--- config.mk ---
export PLATFORM = sky130hd
export DESIGN_NAME = wdt_core
export DESIGN_NICKNAME = d
export VERILOG_FILES = /design/src/wdt_pkg.sv /design/src/wdt_core.sv
export VERILOG_INCLUDE_DIRS = /design/src
export SDC_FILE = /design/constraint.sdc
export NUM_CORES = 1
export LEC_CHECK = 0
export BUFFER_PORTS_ARGS = -buffer_cell sky130_fd_sc_hd__buf_2
export CAP_MARGIN = 20
export CORE_MARGIN = 2
export CORE_UTILIZATION = 34
export DETAILED_ROUTE_END_ITERATION = 8
export GPL_ROUTABILITY_DRIVEN = 0
export GPL_TIMING_DRIVEN = 1
export PLACE_DENSITY = 0.44
export SYNTH_ARGS = -nofsm -noshare
export SYNTH_HDL_FRONTEND = slang
export SYNTH_SLANG_ARGS = --single-unit
--- constraint.sdc ---
create_clock -name sys_clk -period 5.7 [get_ports sys_clk]
set_input_delay 0.285 -clock sys_clk [delete_from_list [all_inputs] [get_ports sys_clk]]
set_output_delay 0.285 -clock sys_clk [all_outputs]
set_load 0.01 [all_outputs]
--- src/wdt_cfg.svh ---
/*
  Constants of the window/timeout watchdog: register offsets, field
  positions, reset values and times. Assumes a 50 MHz sys_clk.
*/
`ifndef WDT_CFG_SVH
`define WDT_CFG_SVH
`define WDT_CLK_HZ       50000000
`define WDT_MS_PER_S     1000
`define WDT_INIT_WIN_MS  15'd150
`define WDT_RST_PULSE_MS 10
`define WDT_ADDR_CFG1    7'h13
`define WDT_ADDR_CFG2    7'h14
`define WDT_ADDR_TRIG    7'h15
`define WDT_ADDR_THR     7'h16
`define WDT_CFG1_RST     8'h40
`define WDT_BIT_TMO      7
`define WDT_BIT_SBY      6
`define WDT_ERR_RST      4'h1
`define WDT_ERR_MAX      4'hF
`define WDT_THR_A        4'h1
`define WDT_THR_B        4'h9
`define WDT_THR_C        4'hF
`define WDT_FRAME_BITS   5'd16
`define WDT_CMD_BITS     5'd8
`endif

--- src/wdt_pkg.sv ---
/*
  Types of the watchdog: serial pins, device modes, block state and the
  period table in milliseconds. Assumes wdt_cfg.svh for constants.
*/
`default_nettype none
package wdt_pkg;
  typedef struct packed {
    logic csN;
    logic sck;
    logic sdi;
  } wdt_spi_t;

  typedef enum logic [1:0] {
    MODE_SLEEP,
    MODE_STANDBY,
    MODE_NORMAL,
    MODE_FAST
  } wdt_mode_t;

  typedef struct packed {
    wdt_spi_t    syn1;
    wdt_spi_t    syn2;
    wdt_spi_t    prev;
    logic        trg1;
    logic        trg2;
    logic        trgPrev;
    logic [15:0] shift;
    logic [4:0]  bitCnt;
    logic [7:0]  txByte;
    logic        sdo;
    logic [7:0]  cfgOne;
    logic [2:0]  timerSel;
    logic [1:0]  thrSel;
    logic [3:0]  errCnt;
    logic        irq;
    logic [15:0] msDiv;
    logic [14:0] msCnt;
    logic        initWin;
    logic        restart;
    logic        faultLow;
    logic [14:0] pulseCnt;
    logic        limp;
    logic        active;
    wdt_mode_t   prevMode;
  } wdt_state_t;

  // Reserved codes run at the longest legal period, never at zero
  localparam logic [14:0] WDT_PERIOD_MS [0:7][0:3] = '{
    '{15'd4,     15'd8,     15'd12,    15'd16},
    '{15'd32,    15'd64,    15'd96,    15'd128},
    '{15'd128,   15'd256,   15'd384,   15'd512},
    '{15'd256,   15'd384,   15'd512,   15'd768},
    '{15'd512,   15'd1024,  15'd1536,  15'd2048},
    '{15'd2048,  15'd4096,  15'd6144,  15'd8192},
    '{15'd10240, 15'd20240, 15'd20240, 15'd20240},
    '{15'd20240, 15'd20240, 15'd20240, 15'd20240}
  };
endpackage : wdt_pkg
`default_nettype wire

--- src/wdt_core.sv ---
/*
  Window/timeout watchdog with its serial register port, error counter,
  restart pulse and limp-home drive. Assumes the serial pins and the pin
  trigger come from outside the clock domain, and the device mode comes
  from the mode controller on sys_clk.
*/
`timescale 1ns/1ps
`default_nettype none
`include "wdt_cfg.svh"
module wdt_core
  import wdt_pkg::*;
#(
  parameter int unsigned MS_CYCLES    = `WDT_CLK_HZ / `WDT_MS_PER_S,
  parameter int unsigned RST_PULSE_MS = `WDT_RST_PULSE_MS
) (
  // Clock and reset
  input  wire logic      sys_clk,
  input  wire logic      reset_n,
  // Serial register port
  input  wire wdt_spi_t  spiIn,
  output logic           spiSdo,
  // Device mode, control method and trigger pin
  input  wire wdt_mode_t opMode,
  input  wire logic      spiControl,
  input  wire logic      pinTrigger,
  // Device outputs
  output logic           systemResetOutLow,
  output logic           watchdogFaultOutLow,
  output logic           interruptRequestLow,
  output logic           limpHomeOn
);
  localparam logic [15:0] MS_LAST    = 16'(MS_CYCLES - 1);
  localparam logic [14:0] PULSE_LAST = 15'(RST_PULSE_MS - 1);
  localparam wdt_state_t ST_RST = '{
    syn1:     '1,
    syn2:     '1,
    prev:     '1,
    cfgOne:   `WDT_CFG1_RST,
    errCnt:   `WDT_ERR_RST,
    prevMode: MODE_SLEEP,
    default:  '0
  };

  wdt_state_t  st;
  wdt_state_t  nxt;
  logic        sckRise;
  logic        sckFall;
  logic        csRise;
  logic        wrEn;
  logic [6:0]  addr;
  logic [6:0]  rdAddr;
  logic [7:0]  data;
  logic        trigger;
  logic        tick;
  logic [14:0] period;
  logic [14:0] limitLast;
  logic        timeoutMode;
  logic        closed;
  logic        expire;
  logic        goodTrig;
  logic        badTrig;
  logic        errEvt;
  logic [3:0]  thr;
  logic [3:0]  incCnt;
  logic        trip;
  logic        cfgWr;
  logic        modeEntry;
  logic        wdRun;
  logic        restartTimer;
  logic [7:0]  rdByte;

  assign sckRise = st.syn2.sck & ~st.prev.sck;
  assign sckFall = ~st.syn2.sck & st.prev.sck;
  assign csRise  = st.syn2.csN & ~st.prev.csN;
  assign wrEn    = csRise && st.bitCnt == `WDT_FRAME_BITS && st.shift[8];
  assign addr    = st.shift[15:9];
  // At the eighth rising edge only the address bits sit in the low end
  assign rdAddr  = st.shift[6:0];
  assign data    = st.shift[7:0];
  // Pin control takes no serial trigger, so the trigger pin stands in
  assign trigger = spiControl ? (wrEn && addr == `WDT_ADDR_TRIG)
                              : (st.trg2 & ~st.trgPrev);
  assign tick    = st.msDiv == MS_LAST;
  assign period  = WDT_PERIOD_MS[st.timerSel][st.cfgOne[5:4]];
  assign limitLast = (st.initWin ? `WDT_INIT_WIN_MS : period) - 15'd1;
  assign timeoutMode = spiControl & st.cfgOne[`WDT_BIT_TMO];
  // Closed half only outside the long window and in window mode
  assign closed  = !timeoutMode && !st.initWin
                   && st.msCnt < {1'b0, period[14:1]};
  assign expire  = st.active && tick && st.msCnt >= limitLast;
  assign badTrig  = st.active && trigger && closed;
  assign goodTrig = st.active && trigger && !closed && !expire;
  assign errEvt  = badTrig | expire;

  always_comb begin
    case (st.thrSel)
      2'b01:   thr = `WDT_THR_B;
      2'b10:   thr = `WDT_THR_C;
      default: thr = `WDT_THR_A;
    endcase
  end

  assign incCnt = (st.errCnt == `WDT_ERR_MAX) ? `WDT_ERR_MAX
                                              : st.errCnt + 4'h1;
  assign trip   = spiControl && errEvt && incCnt >= thr;
  assign cfgWr  = wrEn && st.active && (
                  (addr == `WDT_ADDR_CFG1 && data != st.cfgOne) ||
                  (addr == `WDT_ADDR_CFG2 && data[7:5] != st.timerSel) ||
                  (addr == `WDT_ADDR_THR && data[7:6] != st.thrSel));
  assign modeEntry = opMode != st.prevMode && opMode != MODE_SLEEP;
  assign wdRun  = !st.restart && (opMode == MODE_NORMAL
                  || opMode == MODE_FAST || (opMode == MODE_STANDBY
                  && st.cfgOne[`WDT_BIT_SBY]));
  assign restartTimer = errEvt | goodTrig | cfgWr | modeEntry;

  always_comb begin
    if (rdAddr == `WDT_ADDR_CFG1) begin
      rdByte = st.cfgOne;
    end else if (rdAddr == `WDT_ADDR_CFG2) begin
      rdByte = {st.timerSel, st.errCnt, st.irq};
    end else if (rdAddr == `WDT_ADDR_THR) begin
      rdByte = {st.thrSel, 6'h00};
    end else begin
      rdByte = 8'h00;
    end
  end

  always_comb begin
    nxt = st;
    nxt.syn1 = spiIn;
    nxt.syn2 = st.syn1;
    nxt.prev = st.syn2;
    nxt.trg1 = pinTrigger;
    nxt.trg2 = st.trg1;
    nxt.trgPrev = st.trg2;
    nxt.prevMode = opMode;
    nxt.active = wdRun;
    // Serial frame: address and write bit, then one data byte
    if (st.syn2.csN) begin
      nxt.bitCnt = 5'd0;
      nxt.sdo = 1'b0;
    end else if (sckRise) begin
      nxt.shift = {st.shift[14:0], st.syn2.sdi};
      if (st.bitCnt != `WDT_FRAME_BITS) begin
        nxt.bitCnt = st.bitCnt + 5'd1;
      end
      if (st.bitCnt == `WDT_CMD_BITS - 5'd1) begin
        nxt.txByte = rdByte;
      end
    end else if (sckFall && st.bitCnt >= `WDT_CMD_BITS) begin
      nxt.sdo = st.txByte[7];
      nxt.txByte = {st.txByte[6:0], 1'b0};
    end
    if (wrEn) begin
      if (addr == `WDT_ADDR_CFG1) begin
        nxt.cfgOne = data;
      end else if (addr == `WDT_ADDR_CFG2) begin
        nxt.timerSel = data[7:5];
        if (data[0]) begin
          nxt.irq = 1'b0;
        end
      end else if (addr == `WDT_ADDR_THR) begin
        nxt.thrSel = data[7:6];
      end
    end
    // Set after the clear so a coincident bad trigger is kept
    if (badTrig) begin
      nxt.irq = 1'b1;
    end
    // Period timer in millisecond ticks
    nxt.msDiv = tick ? 16'h0000 : st.msDiv + 16'h0001;
    if (tick) begin
      nxt.msCnt = st.msCnt + 15'd1;
    end
    // Divider keeps running during a pulse so the pulse can time out
    if (restartTimer || (!st.active && !st.restart && !st.faultLow)) begin
      nxt.msDiv = 16'h0000;
    end
    if (restartTimer || !st.active) begin
      nxt.msCnt = 15'd0;
    end
    if (goodTrig || expire) begin
      nxt.initWin = 1'b0;
    end
    if (modeEntry && ((opMode == MODE_NORMAL
        && !st.cfgOne[`WDT_BIT_SBY]) || (opMode == MODE_STANDBY
        && st.cfgOne[`WDT_BIT_SBY]))) begin
      nxt.initWin = 1'b1;
    end
    // Error counter
    if (cfgWr) begin
      nxt.errCnt = `WDT_ERR_RST;
    end else if (trip) begin
      nxt.errCnt = `WDT_ERR_RST;
    end else if (errEvt) begin
      nxt.errCnt = incCnt;
    end else if (goodTrig && st.errCnt != 4'h0) begin
      nxt.errCnt = st.errCnt - 4'h1;
    end
    // Reset pulse and pin-control fault pulse share one counter
    if (trip) begin
      nxt.restart = 1'b1;
      nxt.pulseCnt = 15'd0;
    end else if (!spiControl && errEvt) begin
      nxt.faultLow = 1'b1;
      nxt.pulseCnt = 15'd0;
    end else if ((st.restart || st.faultLow) && tick) begin
      if (st.pulseCnt == PULSE_LAST) begin
        nxt.restart = 1'b0;
        nxt.faultLow = 1'b0;
        nxt.initWin = st.restart;
      end else begin
        nxt.pulseCnt = st.pulseCnt + 15'd1;
      end
    end
    if (opMode == MODE_SLEEP) begin
      nxt.limp = 1'b0;
    end else if (trip) begin
      nxt.limp = 1'b1;
    end
  end

  always_ff @(posedge sys_clk or negedge reset_n) begin
    if (!reset_n) begin
      st <= ST_RST;
    end else begin
      st <= nxt;
    end
  end

  assign spiSdo              = st.sdo;
  assign systemResetOutLow   = ~st.restart;
  assign watchdogFaultOutLow = ~st.faultLow;
  assign interruptRequestLow = ~st.irq;
  assign limpHomeOn          = st.limp;
endmodule : wdt_core
`default_nettype wire

==> flow_metrics.py, run 1 <==
metrics = {
    "critical_path": {
        "cp_max_fo": 16,
        "regToRegStartpoint": "st[61]",
        "timing.rr.end": "st[21]",
        "crit_type": "reg2reg",
        "cp-start-kind": "flip-flop",
        "r2r_cells": 15,
        "required_ns": 5.94,
        "arrival_ns": 5.35,
        "endpoint_kind": "flip-flop",
        "r2r_slack_ns": 0.60,
    },
    "cts": {
        "clk_latency_ns": 0.37,
        "post_cts_resize_count": 0,
        "cts.hold.buffers_added": 3,
        "cts_setup_buffers": 0,
        "path_clk_slew_ns": 0.08,
        "clockBufferDepth": 2,
        "cts_made_buffers": 9,
        "root_buffer": "clkbuf_16",
        "ctsHtreeMaxLevel": 3,
        "tritoncts": "yes",
        "cts_sinks": 112,
    },
    "place": {
        "place.detailed.hpwl_um": 10700,
        "io_buffers": 13,
        "placed_cells_incl_taps": 944,
    },
    "route": {
        "wirelength_um": 14600,
        "antenna_left": 0,
        "vias": 4846,
        "wire_per_inst_um": 15.1,
        "drc": 0,
        "vias_per_cell": 5.03,
        "firstDrtPassIters": 5,
        "drt_iter0_markers": 242,
    },
    "timing": {
        "setup_viol": 0,
        "hold_viol_final": 0,
        "finalCriticalPeriod_ns": 5.10,
        "max_freq_mhz": 196,
        "post-route-period-util_pct": 89.5,
        "relSlewSlack_pct": 34.5,
        "finClkSkew_ns": 0.0171,
        "max_slew.worst_pin.slew_ns": 0.983,
        "rsz0062_at_grt": "no",
        "drv_slew": 0,
        "tns_ns": 0,
    },
    "yosys": {
        "synth_flop_cell": "dfrtp_1",
        "synth-seq-area-share_pct": 41.7,
        "synth_edf_count": 0,
        "ys_types": 71,
        "synthArstFlopShare_pct": 100,
        "synth_nets": 747,
        "syn_avg_cell_area_um2": 9.74,
        "syn-cell-area_um2": 6750,
        "yosys_warnings": 0,
        "ys_ff_latch": 112,
        "syn_inst": 693,
    },
    "layout": {
        "layout.cells.non_filler": 964,
        "diodes": 0,
        "syn_to_final_growth_pct": 8.90,
        "drive_above_1_share_pct": 13.7,
        "mostFrequentLayoutCells": "dfrtp_1, nor2_1, nand2_1",
        "finalNetCount": 748,
        "final_common_cell": "dfrtp_1",
    },
    "outcome": {
        "outcome": "finished, final reports clean",
    },
    "min_path": {
        "min_path_type": "in2reg",
        "min-delay-start": "pinTrigger",
        "min_path_cells": 1,
        "min_to": "nxt[102]",
    },
    "floorplanning": {
        "ios": 14,
        "fp.dieArea_um2": 21000,
        "rows": 51,
        "fp.dieW_um": 145,
        "coreArea_um2": 19500,
        "die-height_um": 145,
        "initial_core_util_pct": 34.7,
    },
    "pwr": {
        "combPwrFrac_pct": 15.8,
        "finalPower_uw": 1930,
        "ir_drop_uv": 153,
        "clkPwrFrac_pct": 33.8,
        "p_int_uw": 1310,
        "powerDensity_nw_per_um2": 262,
        "leakage_uw": 0.00318,
        "pwr-share-seq_pct": 50.5,
        "switching_share_pct": 31.8,
        "power.switching_uw": 612,
    },
    "global_routing": {
        "grtUsageTotal_pct": 15.2,
        "grt_pass1_wl_um": 25100,
        "antenna_found_initial": 0,
        "grt_overflow": 0,
        "grt_pass1_vias": 4951,
        "grt_max_degree": 61,
    },
    "run": {
        "maxCapViolCount": 0,
    },
}
[through the flow]
| step | setup WS (ns) | utilization [%] | hold slack, ns | instance area (µm²) |
|---|---|---|---|---|
| 6_report | 0.596 | 37.7 | 0.0290 | 7350 |
| 5_1_grt | 0.0467 | 37.7 | 0.0102 | 7350 |
| 4_1_cts | 0.572 | 37.7 | 0.00546 | 7340 |
| 3_5_place_dp | 0.592 | 36.0 | 0.335 | 7000 |
| 3_3_place_gp | 0.804 | 36.0 | 0.338 | 7000 |
| 2_1_floorplan | 1.28 | - | -0.0106 | 6750 |
[worst max path at each step]
stage | from | slack (ns) | to
2_1_floorplan | st[60] | 1.28 | st[41]
3_3_place_gp | st[61] | 0.80 | st[21]
3_5_place_dp | st[61] | 0.59 | st[21]
4_1_cts | st[61] | 0.57 | st[21]
5_1_grt | st[61] | 0.05 | st[21]
6_report | st[61] | 0.60 | st[21]
[Yosys cell counts, types with 3 or more instances]
cell type / count / share of area [%]
dfrtp_1: 102 / 38
nor2_1: 90 / 5.0
nand2_1: 56 / 3.1
ha_1: 45 / 8.3
xor2_1: 32 / 4.2
inv_1: 31 / 1.7
mux2_2: 30 / 5.0
xnor2_1: 30 / 3.9
a21oi_1: 27 / 2.0
nand3_1: 25 / 1.9
o21ai_0: 20 / 1.5
clkbuf_1: 18 / 1.0
nand4_1: 13 / 1.2
and3_1: 11 / 1.0
dfstp_2: 10 / 3.9
mux2i_1: 9 / 1.3
nand2b_1: 9 / 0.83
o211ai_1: 9 / 1.0
nor3_1: 8 / 0.59
buf_2: 7 / 0.52
nor2_4: 7 / 1.2
o21ai_1: 7 / 0.52
nor2b_1: 6 / 0.56
a221o_1: 5 / 0.74
a211oi_1: 4 / 0.45
buf_6: 4 / 0.67
nor3b_1: 4 / 0.45
nor4_1: 4 / 0.37
nor4b_1: 4 / 0.52
o22ai_1: 4 / 0.37
and2_1: 3 / 0.28
and4_1: 3 / 0.39
o21bai_1: 3 / 0.33
o22a_1: 3 / 0.39
or2_2: 3 / 0.28
[cell families (layout without fill, tap and decap cells)]
logic type / count (synthesis) / after routing / share of synthesized area [%]
buffers and inverters: 61 / 67 / 4.21
and+or+nand+nor: 266 / 266 / 20.5
AOI/OAI and AO/OA: 107 / 107 / 10.6
adders and majority gates: 45 / 45 / 8.35
muxes: 40 / 40 / 6.51
DFF: 112 / 112 / 41.7
xor gates and xnor gates: 62 / 62 / 8.05
[sequential cells by signal (all words and copies together), names as in the netlist]
name,flops
addr,7
data,8
limpHomeOn,1
nxt,8
spiSdo,1
st,87
[power groups by stage]
stage	Combinational [µW]	Clock [µW]	Sequential, µW
after global routing	348	714	987
after global placement	302	0	988
after detailed placement	306	0	987
after floorplan	299	0	899
final	304	650	972
after CTS	310	678	973
[critical path, cell delays in order, from the launching register on]
cell	delay, ns
dfrtp_1	0.50
ha_1	0.26
nor3b_1	0.16
o21ai_1	0.37
nand4_1	0.23
or4_1	0.62
o21bai_1	0.26
xor2_1	0.21
ha_1	0.31
a21oi_1	0.15
nand2_1	0.07
a221oi_1	0.51
a21o_1	0.29
a32oi_2	0.24
nor3_1	0.43
mux2_1	0.36
[per-layer routing]
layer / part of all wire [%] / global-route usage, % / up-vias
li1: - / - / 2419
met1: 51 / 21.5 / 2374
met2: 46 / 24.0 / 40
met3: 2.1 / 2.47 / 13
met4: 1.1 / 4.39 / 0
met5: 0 / 0 / -
[area by class of cell]
cell class,instances,area (µm²)
Clock buffer,9,225
Clock inverter,7,81.3
Fill cell,1953,12100
Inverter,31,116
Multi-Input combinational cell,520,3650
Sequential cell,112,2820
Tap cell,265,332
Timing Repair Buffer,20,130
Note: power is estimated with default switching activity, not from simulation.
==> run 2: changes to the inputs <==
==> constraint.sdc (replaced) <==
create_clock -name sys_clk -period 5.5 [get_ports sys_clk]
set_input_delay 0.275 -clock sys_clk [delete_from_list [all_inputs] [get_ports sys_clk]]
set_output_delay 0.275 -clock sys_clk [all_outputs]
set_load 0.01 [all_outputs]
==> flow_metrics.py, run 2 (synthesis gave the netlist of run 1 again) <==
metrics = {
    "outcome": {
        "outcome": "finished, final reports clean",
    },
    "timing": {
        "max_freq_mhz": 201,
        "relSlewSlack_pct": 34.9,
        "fin_ws_ns": 0.515,
        "rsz0062_at_grt": "no",
        "post-route-period-util_pct": 90.6,
        "max_slew.worst_pin.slew_ns": 0.976,
        "tns_ns": 0,
        "hold_viol_final": 0,
        "drv_slew": 0,
        "finClkSkew_ns": 0.0140,
        "finalCriticalPeriod_ns": 4.99,
        "setup_viol": 0,
    },
    "layout": {
        "final_common_cell": "dfrtp_1",
        "drive_above_1_share_pct": 14.0,
        "ff_latch_area_um2": 2820,
        "syn_to_final_growth_pct": 9.44,
        "mostFrequentLayoutCells": "dfrtp_1, nor2_1, nand2_1",
        "diodes": 0,
        "final_area_um2": 7380,
        "multi_input_area_um2": 3650,
        "top_register": "st",
        "fillCellCount": 1960,
        "largest_register_ffs": 87,
        "finalNetCount": 750,
        "layout.cells.non_filler": 966,
    },
    "route": {
        "wl_met3_um": 437,
        "antenna_left": 0,
        "drc": 0,
        "drt-met1-wl_um": 7460,
        "vias": 4892,
        "wirelength_um": 14700,
        "vias_per_cell": 5.06,
        "wire_per_inst_um": 15.2,
        "dr.max_layer_used": "met4",
        "firstDrtPassIters": 4,
        "drt_iter0_markers": 244,
        "route.met2.wl_um": 6480,
    },
    "global_routing": {
        "grt_max_degree": 61,
        "grt_pass1_wl_um": 24900,
        "grtUsageTotal_pct": 15.3,
        "antenna_found_initial": 1,
        "grt_overflow": 0,
        "grt_pass1_vias": 4814,
    },
    "run": {
        "maxCapViolCount": 0,
    },
    "critical_path": {
        "r2r_slack_ns": 0.51,
        "cp_max_fo": 16,
        "r2r_cells": 15,
        "cp-start-kind": "flip-flop",
        "crit_type": "reg2reg",
        "arrival_ns": 5.23,
        "required_ns": 5.75,
        "endpoint_kind": "flip-flop",
    },
    "cts": {
        "clockBufferDepth": 2,
        "cts_setup_buffers": 0,
        "cts_sinks": 112,
        "cts_made_buffers": 9,
        "clk_latency_ns": 0.36,
        "ctsHtreeMaxLevel": 3,
        "root_buffer": "clkbuf_16",
        "path_clk_slew_ns": 0.09,
        "tritoncts": "yes",
    },
    "pwr": {
        "leakage_uw": 0.00320,
        "finalPower_uw": 2040,
        "powerDensity_nw_per_um2": 276,
        "ir_drop_uv": 169,
    },
    "place": {
        "io_buffers": 13,
        "place.detailed.hpwl_um": 10800,
        "placed_cells_incl_taps": 945,
        "pre_cts_slack_ns": 0.439,
        "placed_area_um2": 7010,
    },
    "floorplanning": {
        "initial_core_util_pct": 34.7,
        "fp.dieW_um": 145,
        "coreArea_um2": 19500,
        "die-height_um": 145,
        "rows": 51,
        "ios": 14,
        "fp.dieArea_um2": 21000,
    },
    "min_path": {
        "min_path_cells": 1,
        "min_path_type": "in2reg",
    },
}
[run 2: critical path, cell delays in order (launching register included)]
cell,delay [ns]
dfrtp_1,0.50
ha_1,0.26
nor3b_1,0.16
o21ai_1,0.35
nand4_1,0.23
or4_1,0.62
o21bai_1,0.25
xor2_1,0.21
ha_1,0.32
a21oi_1,0.16
nand2_1,0.07
a221oi_1,0.52
a21o_1,0.29
a32oi_2,0.24
nor3_2,0.35
mux2_1,0.34
[run 2: routing by layer]
metal	up-vias	GRT usage, %
li1	2417	-
met1	2397	21.6
met2	59	23.3
met3	19	2.99
met4	0	5.31
met5	-	0
[run 2: power by group]
| part | internal [µW] | leakage [µW] | switching, µW |
|---|---|---|---|
| Combinational | 151 | 0.00156 | 168 |
| Sequential | 884 | 0.00148 | 125 |
| Clock | 369 | 0.000157 | 344 |
[run 2: worst paths after layout]
path / startpoint / endpoint
setup / recovery: st[61] / st[21]
hold / removal: opMode[0] / st[0]
setup reg to reg: st[61] / st[21]
hold reg to reg: nxt[102] / nxt[101]
max in group asynchronous: reset_n / st[73]
min in group asynchronous: reset_n / st[41]
[run 2: final cells by class]
cell class	instances	area share, %
Clock buffer	9	3.05
Clock inverter	7	1.29
Inverter	31	1.58
Multi-Input combinational cell	520	49.5
Sequential cell	112	38.1
Tap cell	265	4.49
Timing Repair Buffer	22	2.00
[run 2: repair_timing]
item                                   CTS  global route
setup endpoints to repair                0             1
hold buffers                             5             0
endpoints found under the hold margin   54             0
resized for setup                        0             1
[run 2: metrics by stage]
step	utilization, %	hold slack, ns
2_1_floorplan	-	-0.0206
5_1_grt	37.9	0.0903
3_3_place_gp	36.0	0.338
6_report	37.9	0.104
4_1_cts	37.9	0.0841
3_5_place_dp	36.0	0.335
==> run 3: changes to the inputs <==
--- a/config.mk
+++ b/config.mk
@@ -6,6 +6,7 @@
 export SDC_FILE = /design/constraint.sdc
 export NUM_CORES = 1
 export LEC_CHECK = 0
+export ABC_AREA = 1
 export BUFFER_PORTS_ARGS = -buffer_cell sky130_fd_sc_hd__buf_2
 export CAP_MARGIN = 20
 export CORE_MARGIN = 2
==> flow_metrics.py, run 3 <==
metrics = {
    "outcome": {
        "outcome": "complete, but fails checks",
        "violations": "hold timing",
    },
    "global_routing": {
        "busiest_layer": "met2",
        "antenna_found_initial": 0,
        "grt_pass1_vias": 5767,
        "globalRouteMet3Util_pct": 2.48,
        "grt_overflow": 0,
        "grtUsageMet2_pct": 27.3,
        "met1_usage_pct": 22.7,
        "grtUsageTotal_pct": 16.5,
        "grt_pass1_wl_um": 29500,
        "grt_max_degree": 59,
    },
    "floorplanning": {
        "initial_core_util_pct": 34.6,
        "coreArea_um2": 21000,
        "fp.dieW_um": 150,
        "die-height_um": 150,
        "fp.dieArea_um2": 22600,
        "rows": 53,
        "ios": 14,
    },
    "layout": {
        "syn_to_final_growth_pct": 9.41,
        "top_register": "st",
        "final_common_cell": "nand2_1",
        "finalNetCount": 1019,
        "mostFrequentLayoutCells": "nand2_1, inv_1, dfrtp_1",
        "largest_register_ffs": 87,
        "diodes": 0,
        "drive_above_1_share_pct": 9.28,
    },
    "route": {
        "drc": 0,
        "firstDrtPassIters": 5,
        "drt_iter0_markers": 308,
        "wire_per_inst_um": 13.9,
        "antenna_left": 0,
        "wirelength_um": 17300,
        "vias": 5945,
        "vias_per_cell": 4.78,
    },
    "critical_path": {
        "crit_start": "st[60]",
        "arrival_ns": 4.23,
        "cpMostUsedCell": "nand2_1",
        "slowest_stage": "dfrtp_1",
        "cp_max_fo": 17,
        "required_ns": 5.76,
        "r2r_cells": 25,
        "max_stage_delay_ns": 0.48,
        "crit_type": "reg2reg",
        "regToRegStartpoint": "st[60]",
        "worstSetupEndpoint": "st[19]",
        "cp-start-kind": "flip-flop",
        "cp.depth": 25,
        "critPathBufInv": 5,
        "r2r_slack_ns": 1.53,
        "timing.rr.end": "st[19]",
        "cp_top_family": "simple AND/OR/NAND/NOR gates",
        "endpoint_kind": "flip-flop",
    },
    "yosys": {
        "syn_avg_cell_area_um2": 7.64,
        "yosysMostFrequentCell": "nand2_1",
        "ys_top_cells_by_area": "dfrtp_1, nand2_1, ha_1, inv_1, o21ai_0",
        "synth.largest_area_cell": "dfrtp_1",
        "synthArstFlopShare_pct": 100,
        "synth-seq-area-share_pct": 38.7,
        "ys_ff_latch": 112,
        "synth_common_cells": "nand2_1, inv_1, dfrtp_1, nor2_1, o21ai_0",
        "synth_nets": 1006,
        "synth_edf_count": 0,
        "synthDominantCellAreaShare_pct": 35.1,
        "syn_inst": 952,
        "syn-cell-area_um2": 7270,
        "yosys_warnings": 0,
        "ys_types": 48,
        "synth_flop_cell": "dfrtp_1",
    },
    "pwr": {
        "switching_share_pct": 29.4,
        "combPwrFrac_pct": 8.8,
        "clkPwrFrac_pct": 40.7,
        "pwr-share-seq_pct": 50.5,
        "finalPower_uw": 1770,
        "ir_drop_uv": 174,
        "power.switching_uw": 520,
        "p_int_uw": 1250,
        "leakage_uw": 0.00376,
        "powerDensity_nw_per_um2": 222,
    },
    "timing": {
        "hold_viol_final": 46,
        "setup_viol": 0,
        "post-route-period-util_pct": 72.2,
        "finClkSkew_ns": 0.0137,
        "finalCriticalPeriod_ns": 3.97,
        "holdWs_ns": -0.0281,
        "relSlewSlack_pct": 36.3,
        "rsz0062_at_grt": "no",
        "tns_ns": 0,
        "max_slew.worst_pin.slew_ns": 0.953,
        "max_freq_mhz": 252,
        "drv_slew": 0,
    },
    "cts": {
        "path_clk_slew_ns": 0.09,
        "cts_sinks": 112,
        "ctsHtreeMaxLevel": 3,
        "root_buffer": "clkbuf_16",
        "cts_made_buffers": 9,
        "tritoncts": "yes",
        "clockBufferDepth": 2,
        "cts_setup_buffers": 0,
        "clk_latency_ns": 0.37,
    },
    "place": {
        "place.detailed.hpwl_um": 12800,
        "io_buffers": 13,
    },
    "run": {
        "maxCapViolCount": 0,
    },
    "min_path": {
        "min_path_type": "in2async",
    },
}
run 3: power groups by stage:
stage / Sequential, µW / Combinational [µW] / Clock (µW)
2_1_floorplan: 900 / 110 / 0
3_3_place_gp: 911 / 158 / 0
3_5_place_dp: 910 / 158 / 0
4_1_cts: 895 / 161 / 756
5_1_grt: 901 / 185 / 783
6_report: 894 / 156 / 719
run 3: cell families (layout without fill, tap and decap cells):
| kind of cell | after synthesis | after routing | synth area share [%] |
|---|---|---|---|
| and+or+nand+nor | 479 | 479 | 31.3 |
| buffers and inverters | 157 | 175 | 8.62 |
| AOI/OAI and AO/OA | 124 | 124 | 9.43 |
| DFF | 112 | 112 | 38.7 |
| adders and majority gates | 45 | 45 | 7.74 |
| xor gates and xnor gates | 34 | 34 | 4.10 |
| muxes | 1 | 1 | 0.138 |
run 3: metal layers:
metal	vias to the layer above	part of all wire, %
li1	3131	-
met1	2751	50
met2	52	47
met3	11	2.1
met4	0	0.82
met5	-	0
run 3: worst min-delay path by stage:
stage | from | end | cells past startpoint
global route | reset_n | st[79] | 1
CTS | reset_n | st[79] | 1
floorplan | reset_n | addr[0] | 0
detailed placement | nxt[102] | nxt[101] | 0
finish | reset_n | st[76] | 1
global placement | nxt[102] | nxt[101] | 0
run 3: repair_timing:
action	CTS	global route
resized for setup	0	0
setup endpoints to repair	0	0
hold buffers	4	0
endpoints found under the hold margin	4	0
run 3: area by class of cell:
type                       count  area, µm²
fill                        2214      13100
multi-input combinational    683       3830
sequential                   112       2820
inverter                     140        526
tap                          275        344
clock buffer                   9        225
timing repair buffer          19        123
clock inverter                 7       93.8
run 3: stage by stage:
stage | utilization, % | cells | cell area, µm² | worst slack [ns]
after floorplan | - | 952 | 7270 | 2.27
after global placement | 36.1 | 1225 | 7600 | 1.59
after detailed placement | 36.1 | 1225 | 7600 | 1.53
after CTS | 37.8 | 1245 | 7960 | 1.50
after global routing | 37.8 | 1245 | 7960 | 0.987
final | 37.8 | 1245 | 7960 | 1.53
